### config.mk
export PLATFORM = sky130hd
export DESIGN_NAME = output_function_and_power_on_trigger
export DESIGN_NICKNAME = d
export VERILOG_FILES = /design/src/include/seq_cfg_pkg.sv /design/src/hw/output_function_and_power_on_trigger.sv /design/src/hw/qual_delay.sv /design/src/hw/sig_pin_link.sv
export SDC_FILE = /design/constraint.sdc
export NUM_CORES = 2
export LEC_CHECK = 0
export BUFFER_PORTS_ARGS = -buffer_cell sky130_fd_sc_hd__buf_2
export CAP_MARGIN = 30
export CORE_UTILIZATION = 60
export DETAILED_ROUTE_END_ITERATION = 7
export PLACE_DENSITY_LB_ADDON = 0.08
export SLEW_MARGIN = 20
export SYNTH_ARGS = -nofsm -noshare
export SYNTH_HDL_FRONTEND = slang
export SYNTH_SLANG_ARGS = --single-unit
### constraint.sdc
create_clock -name i_mclk -period 4.4 [get_ports i_mclk]
set_input_delay 0.88 -clock i_mclk [delete_from_list [all_inputs] [get_ports i_mclk]]
set_output_delay 0.88 -clock i_mclk [all_outputs]
set_load 0.03 [all_outputs]
### src/include/seq_cfg_pkg.sv
`default_nettype none
package seq_cfg_pkg;

  // ------------------------------------------------------------
  // Command codes and geometry
  // ------------------------------------------------------------
  localparam logic [7:0] CMD_PIN_CFG = 8'he7;
  localparam logic [7:0] CMD_TRIG_CFG = 8'he8;
  localparam int N_PINS = 8;
  localparam int N_SEQ = 12;
  localparam int N_CH = 16;
  localparam int SPECIAL_FAULT_PIN = 7;

  // ------------------------------------------------------------
  // Field positions, masks and reset values
  // ------------------------------------------------------------
  localparam int MASK_LSB = 16;
  localparam int OFF_LSB = 12;
  localparam int ON_LSB = 8;
  localparam int SIG_LSB = 8;
  localparam int DRIVE_BIT = 7;
  localparam int POL_BIT = 6;
  localparam int PICK_BIT = 0;
  localparam int TRIG_LSB = 4;
  localparam logic [31:0] PIN_RSVD_MASK = 32'h0000_0038;
  localparam logic [31:0] TRIG_RSVD_MASK = 32'h0000_f0ce;
  localparam logic [31:0] PIN_CFG_RESET = 32'h0000_0002;
  localparam logic [31:0] TRIG_CFG_RESET = 32'h0000_0000;

  // ------------------------------------------------------------
  // Timing
  // ------------------------------------------------------------
  localparam int CLK_PERIOD_NS = 50;
  localparam int MS_NS = 1000000;
  localparam int MS_CYCLES = MS_NS / CLK_PERIOD_NS;
  localparam int SIG_PULSE_NS = 1000;
  localparam int SIG_PULSE_CYCLES =
    (SIG_PULSE_NS + CLK_PERIOD_NS - 1) / CLK_PERIOD_NS;
  localparam int SIG_GAP_NS = 5000;
  localparam int SIG_GAP_CYCLES =
    (SIG_GAP_NS + CLK_PERIOD_NS - 1) / CLK_PERIOD_NS;

  // ------------------------------------------------------------
  // Types
  // ------------------------------------------------------------
  typedef enum logic [2:0] {
    FN_MARGIN = 3'b000,
    FN_FORCE_ON = 3'b001,
    FN_FORCE_OFF = 3'b010,
    FN_GOOD_AND = 3'b011,
    FN_ALARM_OR = 3'b100,
    FN_SPECIAL = 3'b101
  } pin_func_type;

  typedef enum logic [1:0] {
    TR_GLOBAL = 2'b00,
    TR_GOOD_AND = 2'b01,
    TR_SIGNATURE = 2'b10
  } trig_type;

  typedef enum logic [1:0] {
    SG_IDLE = 2'b00,
    SG_LOW = 2'b01,
    SG_HIGH = 2'b10
  } sig_state_type;

  function automatic logic [11:0] delay_ms(input logic [3:0] code);
    logic [11:0] ms;
    ms = 12'h000;
    case (code)
      4'h0: ms = 12'd0;
      4'h1: ms = 12'd5;
      4'h2: ms = 12'd10;
      4'h3: ms = 12'd20;
      4'h4: ms = 12'd40;
      4'h5: ms = 12'd60;
      4'h6: ms = 12'd80;
      4'h7: ms = 12'd100;
      4'h8: ms = 12'd200;
      4'h9: ms = 12'd400;
      4'ha: ms = 12'd600;
      4'hb: ms = 12'd800;
      4'hc: ms = 12'd1000;
      4'hd: ms = 12'd1500;
      4'he: ms = 12'd2000;
      default: ms = 12'd4000;
    endcase
    return ms;
  endfunction

endpackage
`default_nettype wire

### src/hw/output_function_and_power_on_trigger.sv
`timescale 1ns/10ps
`default_nettype none
module output_function_and_power_on_trigger
  import seq_cfg_pkg::*;
#(
  parameter int MS_TICK_CYCLES = MS_CYCLES
)(
  input wire logic i_mclk,
  input wire logic i_rstn,
  input wire logic i_cmd_wr,
  input wire logic i_cmd_rd,
  input wire logic [7:0] i_cmd_code,
  input wire logic [3:0] i_page,
  input wire logic [31:0] i_wdata,
  input wire logic [15:0] i_good_or_input_pin,
  input wire logic [15:0] i_alarm,
  input wire logic [7:0] i_margin_pwm,
  input wire logic i_special_fault_out,
  input wire logic i_op_on,
  input wire logic [1:0] i_external_control_pin,
  input wire logic [1:0] i_onoff_cfg,
  input wire logic i_sig_send_go,
  input wire logic [3:0] i_sig_send,
  input wire logic i_shared_signature_pin,
  output logic [31:0] o_rdata,
  output logic [7:0] o_margin_or_output_pin_out,
  output logic [7:0] o_margin_or_output_pin_oe_n,
  output logic o_shared_signature_pin_out,
  output logic o_shared_signature_pin_oe_n,
  output logic o_sig_busy,
  output logic [11:0] o_power_on_start,
  output logic [11:0] o_channel_on
);

  // ------------------------------------------------------------
  // Configuration registers
  // ------------------------------------------------------------
  logic [31:0] pin_cfg_ff [N_PINS];
  logic [31:0] nxt_pin_cfg [N_PINS];
  logic [31:0] trig_cfg_ff [N_SEQ];
  logic [31:0] nxt_trig_cfg [N_SEQ];
  logic [31:0] rdata_ff, nxt_rdata;
  logic pin_wr, trig_wr;

  assign pin_wr = i_cmd_wr && i_cmd_code == CMD_PIN_CFG &&
                  i_page < 4'(N_PINS);
  assign trig_wr = i_cmd_wr && i_cmd_code == CMD_TRIG_CFG &&
                   i_page < 4'(N_SEQ);

  always_comb begin
    for (int p = 0; p < N_PINS; p++) begin
      nxt_pin_cfg[p] = pin_cfg_ff[p];
      if (pin_wr && i_page == 4'(p)) begin
        nxt_pin_cfg[p] = i_wdata & ~PIN_RSVD_MASK;
      end
    end
    for (int c = 0; c < N_SEQ; c++) begin
      nxt_trig_cfg[c] = trig_cfg_ff[c];
      if (trig_wr && i_page == 4'(c)) begin
        nxt_trig_cfg[c] = i_wdata & ~TRIG_RSVD_MASK;
      end
    end
    nxt_rdata = rdata_ff;
    if (i_cmd_rd) begin
      nxt_rdata = 32'h0000_0000;
      if (i_cmd_code == CMD_PIN_CFG && i_page < 4'(N_PINS)) begin
        nxt_rdata = pin_cfg_ff[i_page[2:0]];
      end else if (i_cmd_code == CMD_TRIG_CFG &&
                   i_page < 4'(N_SEQ)) begin
        nxt_rdata = trig_cfg_ff[i_page];
      end
    end
  end

  always_ff @(posedge i_mclk or negedge i_rstn) begin
    if (!i_rstn) begin
      for (int p = 0; p < N_PINS; p++) begin
        pin_cfg_ff[p] <= PIN_CFG_RESET;
      end
      for (int c = 0; c < N_SEQ; c++) begin
        trig_cfg_ff[c] <= TRIG_CFG_RESET;
      end
      rdata_ff <= 32'h0000_0000;
    end else begin
      pin_cfg_ff <= nxt_pin_cfg;
      trig_cfg_ff <= nxt_trig_cfg;
      rdata_ff <= nxt_rdata;
    end
  end

  // ------------------------------------------------------------
  // Millisecond tick for the delay qualifiers
  // ------------------------------------------------------------
  logic [15:0] pre_ff, nxt_pre;
  logic tick_ff, nxt_tick;

  always_comb begin
    nxt_tick = 1'b0;
    nxt_pre = pre_ff + 16'h0001;
    if (pre_ff == 16'(MS_TICK_CYCLES - 1)) begin
      nxt_pre = 16'h0000;
      nxt_tick = 1'b1;
    end
  end

  always_ff @(posedge i_mclk or negedge i_rstn) begin
    if (!i_rstn) begin
      pre_ff <= 16'h0000;
      tick_ff <= 1'b0;
    end else begin
      pre_ff <= nxt_pre;
      tick_ff <= nxt_tick;
    end
  end

  // ------------------------------------------------------------
  // Output pin functions
  // ------------------------------------------------------------
  // Reserved and unsupported codes fall to deasserted, which keeps a
  // misprogrammed pin quiet rather than glitching a system signal.
  logic [7:0] raw_level;
  logic [7:0] qual_level;
  logic [7:0] pin_out_ff, nxt_pin_out;
  logic [7:0] pin_oe_n_ff, nxt_pin_oe_n;

  for (genvar g = 0; g < N_PINS; g++) begin : g_pin
    logic [15:0] mask;
    logic [2:0] fn;
    logic active;
    assign mask = pin_cfg_ff[g][MASK_LSB +: N_CH];
    assign fn = pin_cfg_ff[g][2:0];

    always_comb begin
      case (fn)
        FN_MARGIN: raw_level[g] = 1'b0;
        FN_FORCE_ON: raw_level[g] = 1'b1;
        FN_FORCE_OFF: raw_level[g] = 1'b0;
        FN_GOOD_AND: raw_level[g] =
          &(i_good_or_input_pin | ~mask);
        FN_ALARM_OR: raw_level[g] = |(i_alarm & mask);
        FN_SPECIAL: raw_level[g] =
          (g == SPECIAL_FAULT_PIN) ? i_special_fault_out : 1'b0;
        default: raw_level[g] = 1'b0;
      endcase
    end

    qual_delay u_delay (
      .i_mclk(i_mclk),
      .i_rstn(i_rstn),
      .i_ms_tick(tick_ff),
      .i_level(raw_level[g]),
      .i_on_code(pin_cfg_ff[g][ON_LSB +: 4]),
      .i_off_code(pin_cfg_ff[g][OFF_LSB +: 4]),
      .o_level(qual_level[g])
    );

    always_comb begin
      active = raw_level[g];
      if (fn == FN_GOOD_AND || fn == FN_ALARM_OR) begin
        active = qual_level[g];
      end
      nxt_pin_out[g] = pin_cfg_ff[g][POL_BIT] ? active : ~active;
      if (fn == FN_MARGIN) begin
        nxt_pin_out[g] = i_margin_pwm[g];
      end
      nxt_pin_oe_n[g] = 1'b0;
      if (pin_cfg_ff[g][DRIVE_BIT]) begin
        nxt_pin_oe_n[g] = nxt_pin_out[g];
        nxt_pin_out[g] = 1'b0;
      end
    end
  end

  always_ff @(posedge i_mclk or negedge i_rstn) begin
    if (!i_rstn) begin
      pin_out_ff <= 8'h00;
      pin_oe_n_ff <= 8'hff;
    end else begin
      pin_out_ff <= nxt_pin_out;
      pin_oe_n_ff <= nxt_pin_oe_n;
    end
  end

  // ------------------------------------------------------------
  // Shared signature pin
  // ------------------------------------------------------------
  logic sig_seen;
  logic [3:0] sig_val;

  sig_pin_link u_sig (
    .i_mclk(i_mclk),
    .i_rstn(i_rstn),
    .i_send_go(i_sig_send_go),
    .i_send_sig(i_sig_send),
    .i_pin(i_shared_signature_pin),
    .o_pin_out(o_shared_signature_pin_out),
    .o_pin_oe_n(o_shared_signature_pin_oe_n),
    .o_busy(o_sig_busy),
    .o_seen(sig_seen),
    .o_seen_sig(sig_val)
  );

  // ------------------------------------------------------------
  // Power-on triggers
  // ------------------------------------------------------------
  logic trig_a, trig_b;
  logic [11:0] started_ff, nxt_started;
  logic [11:0] start_ff, nxt_start;
  logic [11:0] cond;

  // Each on/off config bit makes one source necessary.
  assign trig_a = (!i_onoff_cfg[0] || i_op_on) &&
                  (!i_onoff_cfg[1] || i_external_control_pin[0]);
  assign trig_b = (!i_onoff_cfg[0] || i_op_on) &&
                  (!i_onoff_cfg[1] || i_external_control_pin[1]);

  for (genvar c = 0; c < N_SEQ; c++) begin : g_seq
    logic [15:0] mask;
    logic [3:0] choice;
    assign mask = trig_cfg_ff[c][MASK_LSB +: N_CH];
    assign choice = trig_cfg_ff[c][SIG_LSB +: 4];

    always_comb begin
      case (trig_cfg_ff[c][TRIG_LSB +: 2])
        TR_GLOBAL: cond[c] =
          trig_cfg_ff[c][PICK_BIT] ? trig_b : trig_a;
        TR_GOOD_AND: cond[c] =
          &(i_good_or_input_pin | ~mask);
        TR_SIGNATURE: cond[c] = sig_seen && choice != 4'h0 &&
          sig_val == choice;
        default: cond[c] = 1'b0;
      endcase
    end
  end

  // A config write re-arms the channel even while it is on: o_channel_on
  // drops, and the channel starts again once its trigger condition holds.
  always_comb begin
    nxt_started = started_ff;
    nxt_start = 12'h000;
    for (int c = 0; c < N_SEQ; c++) begin
      if (trig_wr && i_page == 4'(c)) begin
        nxt_started[c] = 1'b0;
      end else if (cond[c] && !started_ff[c]) begin
        nxt_started[c] = 1'b1;
        nxt_start[c] = 1'b1;
      end
    end
  end

  always_ff @(posedge i_mclk or negedge i_rstn) begin
    if (!i_rstn) begin
      started_ff <= 12'h000;
      start_ff <= 12'h000;
    end else begin
      started_ff <= nxt_started;
      start_ff <= nxt_start;
    end
  end

  assign o_rdata = rdata_ff;
  assign o_margin_or_output_pin_out = pin_out_ff;
  assign o_margin_or_output_pin_oe_n = pin_oe_n_ff;
  assign o_power_on_start = start_ff;
  assign o_channel_on = started_ff;

endmodule
`default_nettype wire

### src/hw/qual_delay.sv
`timescale 1ns/10ps
`default_nettype none
module qual_delay
  import seq_cfg_pkg::*;
(
  input wire logic i_mclk,
  input wire logic i_rstn,
  input wire logic i_ms_tick,
  input wire logic i_level,
  input wire logic [3:0] i_on_code,
  input wire logic [3:0] i_off_code,
  output logic o_level
);

  // ------------------------------------------------------------
  // Qualification counter
  // ------------------------------------------------------------
  // The count runs on the shared millisecond tick, so the first
  // millisecond may be short by up to one tick; this saves a wide
  // cycle counter per pin.
  logic out_ff, nxt_out;
  logic last_ff, nxt_last;
  logic [11:0] cnt_ff, nxt_cnt;
  logic [11:0] target;

  always_comb begin
    nxt_last = i_level;
    nxt_out = out_ff;
    nxt_cnt = cnt_ff;
    target = i_level ? delay_ms(i_on_code) : delay_ms(i_off_code);
    if (i_level != last_ff) begin
      nxt_cnt = 12'h000;
    end else if (i_level != out_ff) begin
      if (cnt_ff >= target) begin
        nxt_out = i_level;
        nxt_cnt = 12'h000;
      end else if (i_ms_tick) begin
        nxt_cnt = cnt_ff + 12'h001;
      end
    end else begin
      nxt_cnt = 12'h000;
    end
  end

  always_ff @(posedge i_mclk or negedge i_rstn) begin
    if (!i_rstn) begin
      out_ff <= 1'b0;
      last_ff <= 1'b0;
      cnt_ff <= 12'h000;
    end else begin
      out_ff <= nxt_out;
      last_ff <= nxt_last;
      cnt_ff <= nxt_cnt;
    end
  end

  assign o_level = out_ff;

endmodule
`default_nettype wire

### src/hw/sig_pin_link.sv
`timescale 1ns/10ps
`default_nettype none
module sig_pin_link
  import seq_cfg_pkg::*;
(
  input wire logic i_mclk,
  input wire logic i_rstn,
  input wire logic i_send_go,
  input wire logic [3:0] i_send_sig,
  input wire logic i_pin,
  output logic o_pin_out,
  output logic o_pin_oe_n,
  output logic o_busy,
  output logic o_seen,
  output logic [3:0] o_seen_sig
);

  // ------------------------------------------------------------
  // Sender: a signature is sent as that many low pulses
  // ------------------------------------------------------------
  sig_state_type st_ff, nxt_st;
  logic [3:0] left_ff, nxt_left;
  logic [7:0] tmr_ff, nxt_tmr;
  logic oe_n_ff, nxt_oe_n;
  logic busy_ff, nxt_busy;

  // The quiet gap after a burst outlasts the receiver's end-of-burst
  // wait, so two bursts sent back to back are never merged into one.
  always_comb begin
    nxt_st = st_ff;
    nxt_left = left_ff;
    nxt_tmr = tmr_ff;
    nxt_oe_n = 1'b1;
    case (st_ff)
      SG_IDLE: begin
        if (tmr_ff != 8'h00) begin
          nxt_tmr = tmr_ff - 8'h01;
        end else if (i_send_go && i_send_sig != 4'h0) begin
          nxt_st = SG_LOW;
          nxt_left = i_send_sig;
          nxt_tmr = 8'(SIG_PULSE_CYCLES - 1);
          nxt_oe_n = 1'b0;
        end
      end
      SG_LOW: begin
        nxt_oe_n = 1'b0;
        if (tmr_ff == 8'h00) begin
          nxt_st = SG_HIGH;
          nxt_oe_n = 1'b1;
          nxt_left = left_ff - 4'h1;
          nxt_tmr = 8'(SIG_PULSE_CYCLES - 1);
        end else begin
          nxt_tmr = tmr_ff - 8'h01;
        end
      end
      SG_HIGH: begin
        if (tmr_ff != 8'h00) begin
          nxt_tmr = tmr_ff - 8'h01;
        end else if (left_ff == 4'h0) begin
          nxt_tmr = 8'(SIG_GAP_CYCLES);
          nxt_st = SG_IDLE;
        end else begin
          nxt_st = SG_LOW;
          nxt_oe_n = 1'b0;
          nxt_tmr = 8'(SIG_PULSE_CYCLES - 1);
        end
      end
      default: nxt_st = SG_IDLE;
    endcase
    nxt_busy = (nxt_st != SG_IDLE) || (nxt_tmr != 8'h00);
  end

  // ------------------------------------------------------------
  // Receiver: counts falling edges until the pin rests high
  // ------------------------------------------------------------
  logic prev_ff, nxt_prev;
  logic [3:0] cnt_ff, nxt_cnt;
  logic [7:0] idle_ff, nxt_idle;
  logic seen_ff, nxt_seen;
  logic [3:0] sig_ff, nxt_sig;

  always_comb begin
    nxt_prev = i_pin;
    nxt_cnt = cnt_ff;
    nxt_idle = idle_ff;
    nxt_seen = 1'b0;
    nxt_sig = sig_ff;
    if (prev_ff && !i_pin) begin
      nxt_idle = 8'h00;
      if (cnt_ff != 4'hf) begin
        nxt_cnt = cnt_ff + 4'h1;
      end
    end else if (!i_pin) begin
      nxt_idle = 8'h00;
    end else if (idle_ff != 8'(SIG_GAP_CYCLES)) begin
      nxt_idle = idle_ff + 8'h01;
    end else if (cnt_ff != 4'h0) begin
      nxt_seen = 1'b1;
      nxt_sig = cnt_ff;
      nxt_cnt = 4'h0;
    end
  end

  always_ff @(posedge i_mclk or negedge i_rstn) begin
    if (!i_rstn) begin
      st_ff <= SG_IDLE;
      left_ff <= 4'h0;
      tmr_ff <= 8'h00;
      oe_n_ff <= 1'b1;
      busy_ff <= 1'b0;
      prev_ff <= 1'b1;
      cnt_ff <= 4'h0;
      idle_ff <= 8'h00;
      seen_ff <= 1'b0;
      sig_ff <= 4'h0;
    end else begin
      st_ff <= nxt_st;
      left_ff <= nxt_left;
      tmr_ff <= nxt_tmr;
      oe_n_ff <= nxt_oe_n;
      busy_ff <= nxt_busy;
      prev_ff <= nxt_prev;
      cnt_ff <= nxt_cnt;
      idle_ff <= nxt_idle;
      seen_ff <= nxt_seen;
      sig_ff <= nxt_sig;
    end
  end

  // The pin is open drain: it only ever pulls low.
  assign o_pin_out = 1'b0;
  assign o_pin_oe_n = oe_n_ff;
  assign o_busy = busy_ff;
  assign o_seen = seen_ff;
  assign o_seen_sig = sig_ff;

endmodule
`default_nettype wire

==> flow_summary.json <==
{
  "coreArea_um2": 73210,
  "synth_xor_area_share_pct": 2.852,
  "ys_ff_latch": 742,
  "critPathBufInv": 2,
  "wl_per_cell_um": 26.10,
  "cp-start-kind": "flop",
  "power_density_nw_per_um2": 308.9,
  "fin_skew_ns": 0.03451,
  "slew_violations": 0,
  "syn_inst": 4418,
  "synth_top_family_by_area": "multiplexers",
  "grt_pass1_wl_um": 221900,
  "postCtsHoldBufs": 0,
  "drtIter0Drc": 4227,
  "antenna_found_initial": 6,
  "cts_tree": "yes",
  "placed_cell_area_um2": 47670,
  "tightest_slew_ns": 1.005,
  "fin_crit_ns": 4.191,
  "port_buffers": 171,
  "yosysWarnings": 0,
  "stdcell_area_um2": 50690,
  "setup_viol": 0,
  "critPathMostFrequentCell": "buf_4",
  "yosys-top-cells-area": "dfrtp_1, mux2_2, nand2_1",
  "rsz0062_at_grt": "no",
  "path_clk_slew_ns": 0.06,
  "synth_common_cells": "nand2_1, dfrtp_1, mux2_2, clkbuf_1, o21ai_0",
  "critPathTopFamily": "compound AO/OA/AOI/OAI gates",
  "clock_latency_ns": 0.66,
  "yosysMostFrequentCell": "nand2_1",
  "drt_wl_total_um": 148000,
  "crit_path_cell_trace": "a22oi_1, nand4_1, o311ai_0, buf_4, nand3b_1, buf_4, a221o_1, a221oi_1, ha_1, o21ai_0, nor3_1, a21o_1, or3_1, a211o_2, a21oi_1",
  "critPathKind": "reg -> reg",
  "grt.total_usage_pct": 39.28,
  "avgSynthCellArea_um2": 10.08,
  "ys.flop_type": "dfrtp_1",
  "htreeDepth": 3,
  "dieWidth_um": 274.4,
  "synthAdderAreaFrac_pct": 5.395,
  "num-nets-final": 4929,
  "dr.pass1.iters": 8,
  "routed_via_density": 6.517,
  "synthArstFlopShare_pct": 100.0,
  "overflow": 0,
  "synth-edff-count": 0,
  "maxCapViolations": 0,
  "layout-drive-gt1-share_pct": 24.81,
  "synth_largest_area_cell": "dfrtp_1",
  "cts.path.max_buffers": 3,
  "num_vias": 36950,
  "synth_top_area_share_pct": 40.68,
  "drc_errors": 35,
  "postCtsSetupRepairBufs": 0,
  "syn_area_um2": 44530,
  "ios": 175,
  "muxShareOfSynthArea_pct": 19.36,
  "finalNonFillerCells": 5669,
  "peakVddDrop_mv": 0.2934,
  "numClockSinks": 742,
  "p_leak_nw": 23.45,
  "area_growth_pct": 13.82,
  "end_kind": "flop",
  "outcome": "finished, violations left",
  "max_stage_delay_ns": 0.44,
  "grt_pass1_vias": 35420,
  "period_share_pct": 95.24,
  "clock.fmax_mhz": 238.6,
  "dieHeight_um": 274.4,
  "dp_cells": 5511,
  "dieArea_um2": 75310,
  "violations": "design-rule violations",
  "cts_made_buffers": 83,
  "hold_viol_final": 0,
  "holdWs_ns": 0.2083,
  "num_rows": 99,
  "p_total_mw": 15.66,
  "ys_types": 77,
  "crit_slowest_cell": "dfrtp_1",
  "place.gp.congestion": 0.9827,
  "grt_max_degree": 119,
  "initial_core_util_pct": 60.83,
  "cts-root-buf": "clkbuf_16",
  "max_slew_margin_pct": 32.87,
  "post_synth_and_or_nand_nor_area_fraction_pct": 15.30,
  "cp_max_fo": 12,
  "synth_compound_area_share_pct": 11.69,
  "cp.arrival_ns": 4.76,
  "yosysSeqAreaShare_pct": 41.75,
  "ant_nets": 0,
  "hp-class": "in -> async",
  "dp_hpwl_um": 105300,
  "cts_resized": 0,
  "critPathRequiredTime_ns": 4.97
}
-- area by class of cell --
cell class	instances	area (um2)
Tap cell	959	1200
Fill cell	5656	22520
Timing Repair Buffer	423	2952
Clock buffer	120	2457
Clock inverter	35	480.5
Multi-Input combinational cell	3261	24520
Antenna cell	3	7.507
Sequential cell	742	18590
Inverter	126	478.0
-- per-layer routing --
| metal | track usage [%] | vias up | part of all wire, % |
|---|---|---|---|
| li1 | - | 16360 | - |
| met1 | 55.72 | 18440 | 42 |
| met2 | 58.17 | 1779 | 44 |
| met3 | 9.073 | 368 | 9.7 |
| met4 | 15.89 | 6 | 4.3 |
| met5 | 0 | - | 0.026 |
-- cell usage in the layout (no fill, tap or decap), drive strengths merged, types with 120 or more instances in the layout --
cell	n
nand2	766
dfrtp	724
buf	423
mux2	413
o21ai	201
nor2	194
ha	192
a21oi	183
nor2b	138
mux4	127
inv	125
clkbuf	120
-- final timing paths --
kind	endpoint	slack, ns	startpoint	cells after the start
hold reg to reg	o_power_on_start[1]	0.45	o_channel_on[1]	1
setup / recovery	g_pin[3].u_delay.cnt_ff[7]	0.21	g_pin[3].mask[0]	15
hold / removal	u_sig.idle_ff[7]	0.21	i_rstn	1
setup reg to reg	g_pin[3].u_delay.cnt_ff[7]	0.21	g_pin[3].mask[0]	15
min in group i_mclk	u_sig.prev_ff	0.41	i_shared_signature_pin	1
max in group asynchronous	g_pin[3].mask[0]	3.08	i_rstn	2
-- logic make-up (layout without fill, tap and decap cells) --
group           after synthesis  after routing
mux                         651            651
buf+inv                     416            704
xor+xnor                    145            145
simple gates               1482           1482
other cells                   1              5
compound gates              789            789
flops                       742            742
fa+ha+maj                   192            192
-- state kept, by name (all words and copies together) (netlist names), 12 cells and up --
signal	cells
g_pin.fn	24
g_pin.mask	128
g_pin.u_delay.cnt_ff	96
g_seq.choice	48
g_seq.mask	192
o_channel_on	12
o_power_on_start	12
o_rdata	31
pin_cfg_ff	80
pre_ff	16
trig_cfg_ff	36
-- metrics by stage --
step                worst slack [ns]  setup TNS (ns)  util [%]
floorplan                   0.003771               0         -
global placement             -0.4575          -29.14     65.12
detailed placement           -0.6132          -34.19     65.12
CTS                          0.03490               0     69.13
global route               0.0002456               0     69.23
finish                        0.2094               0     69.24
-- where the power goes --
| group | switching, mW | internal (mW) |
|---|---|---|
| combinational | 0.804 | 0.368 |
| clock | 3.04 | 4.39 |
| sequential | 0.124 | 6.93 |
| total | 3.97 | 11.7 |
No activity file was read; power rests on OpenSTA's default activity.
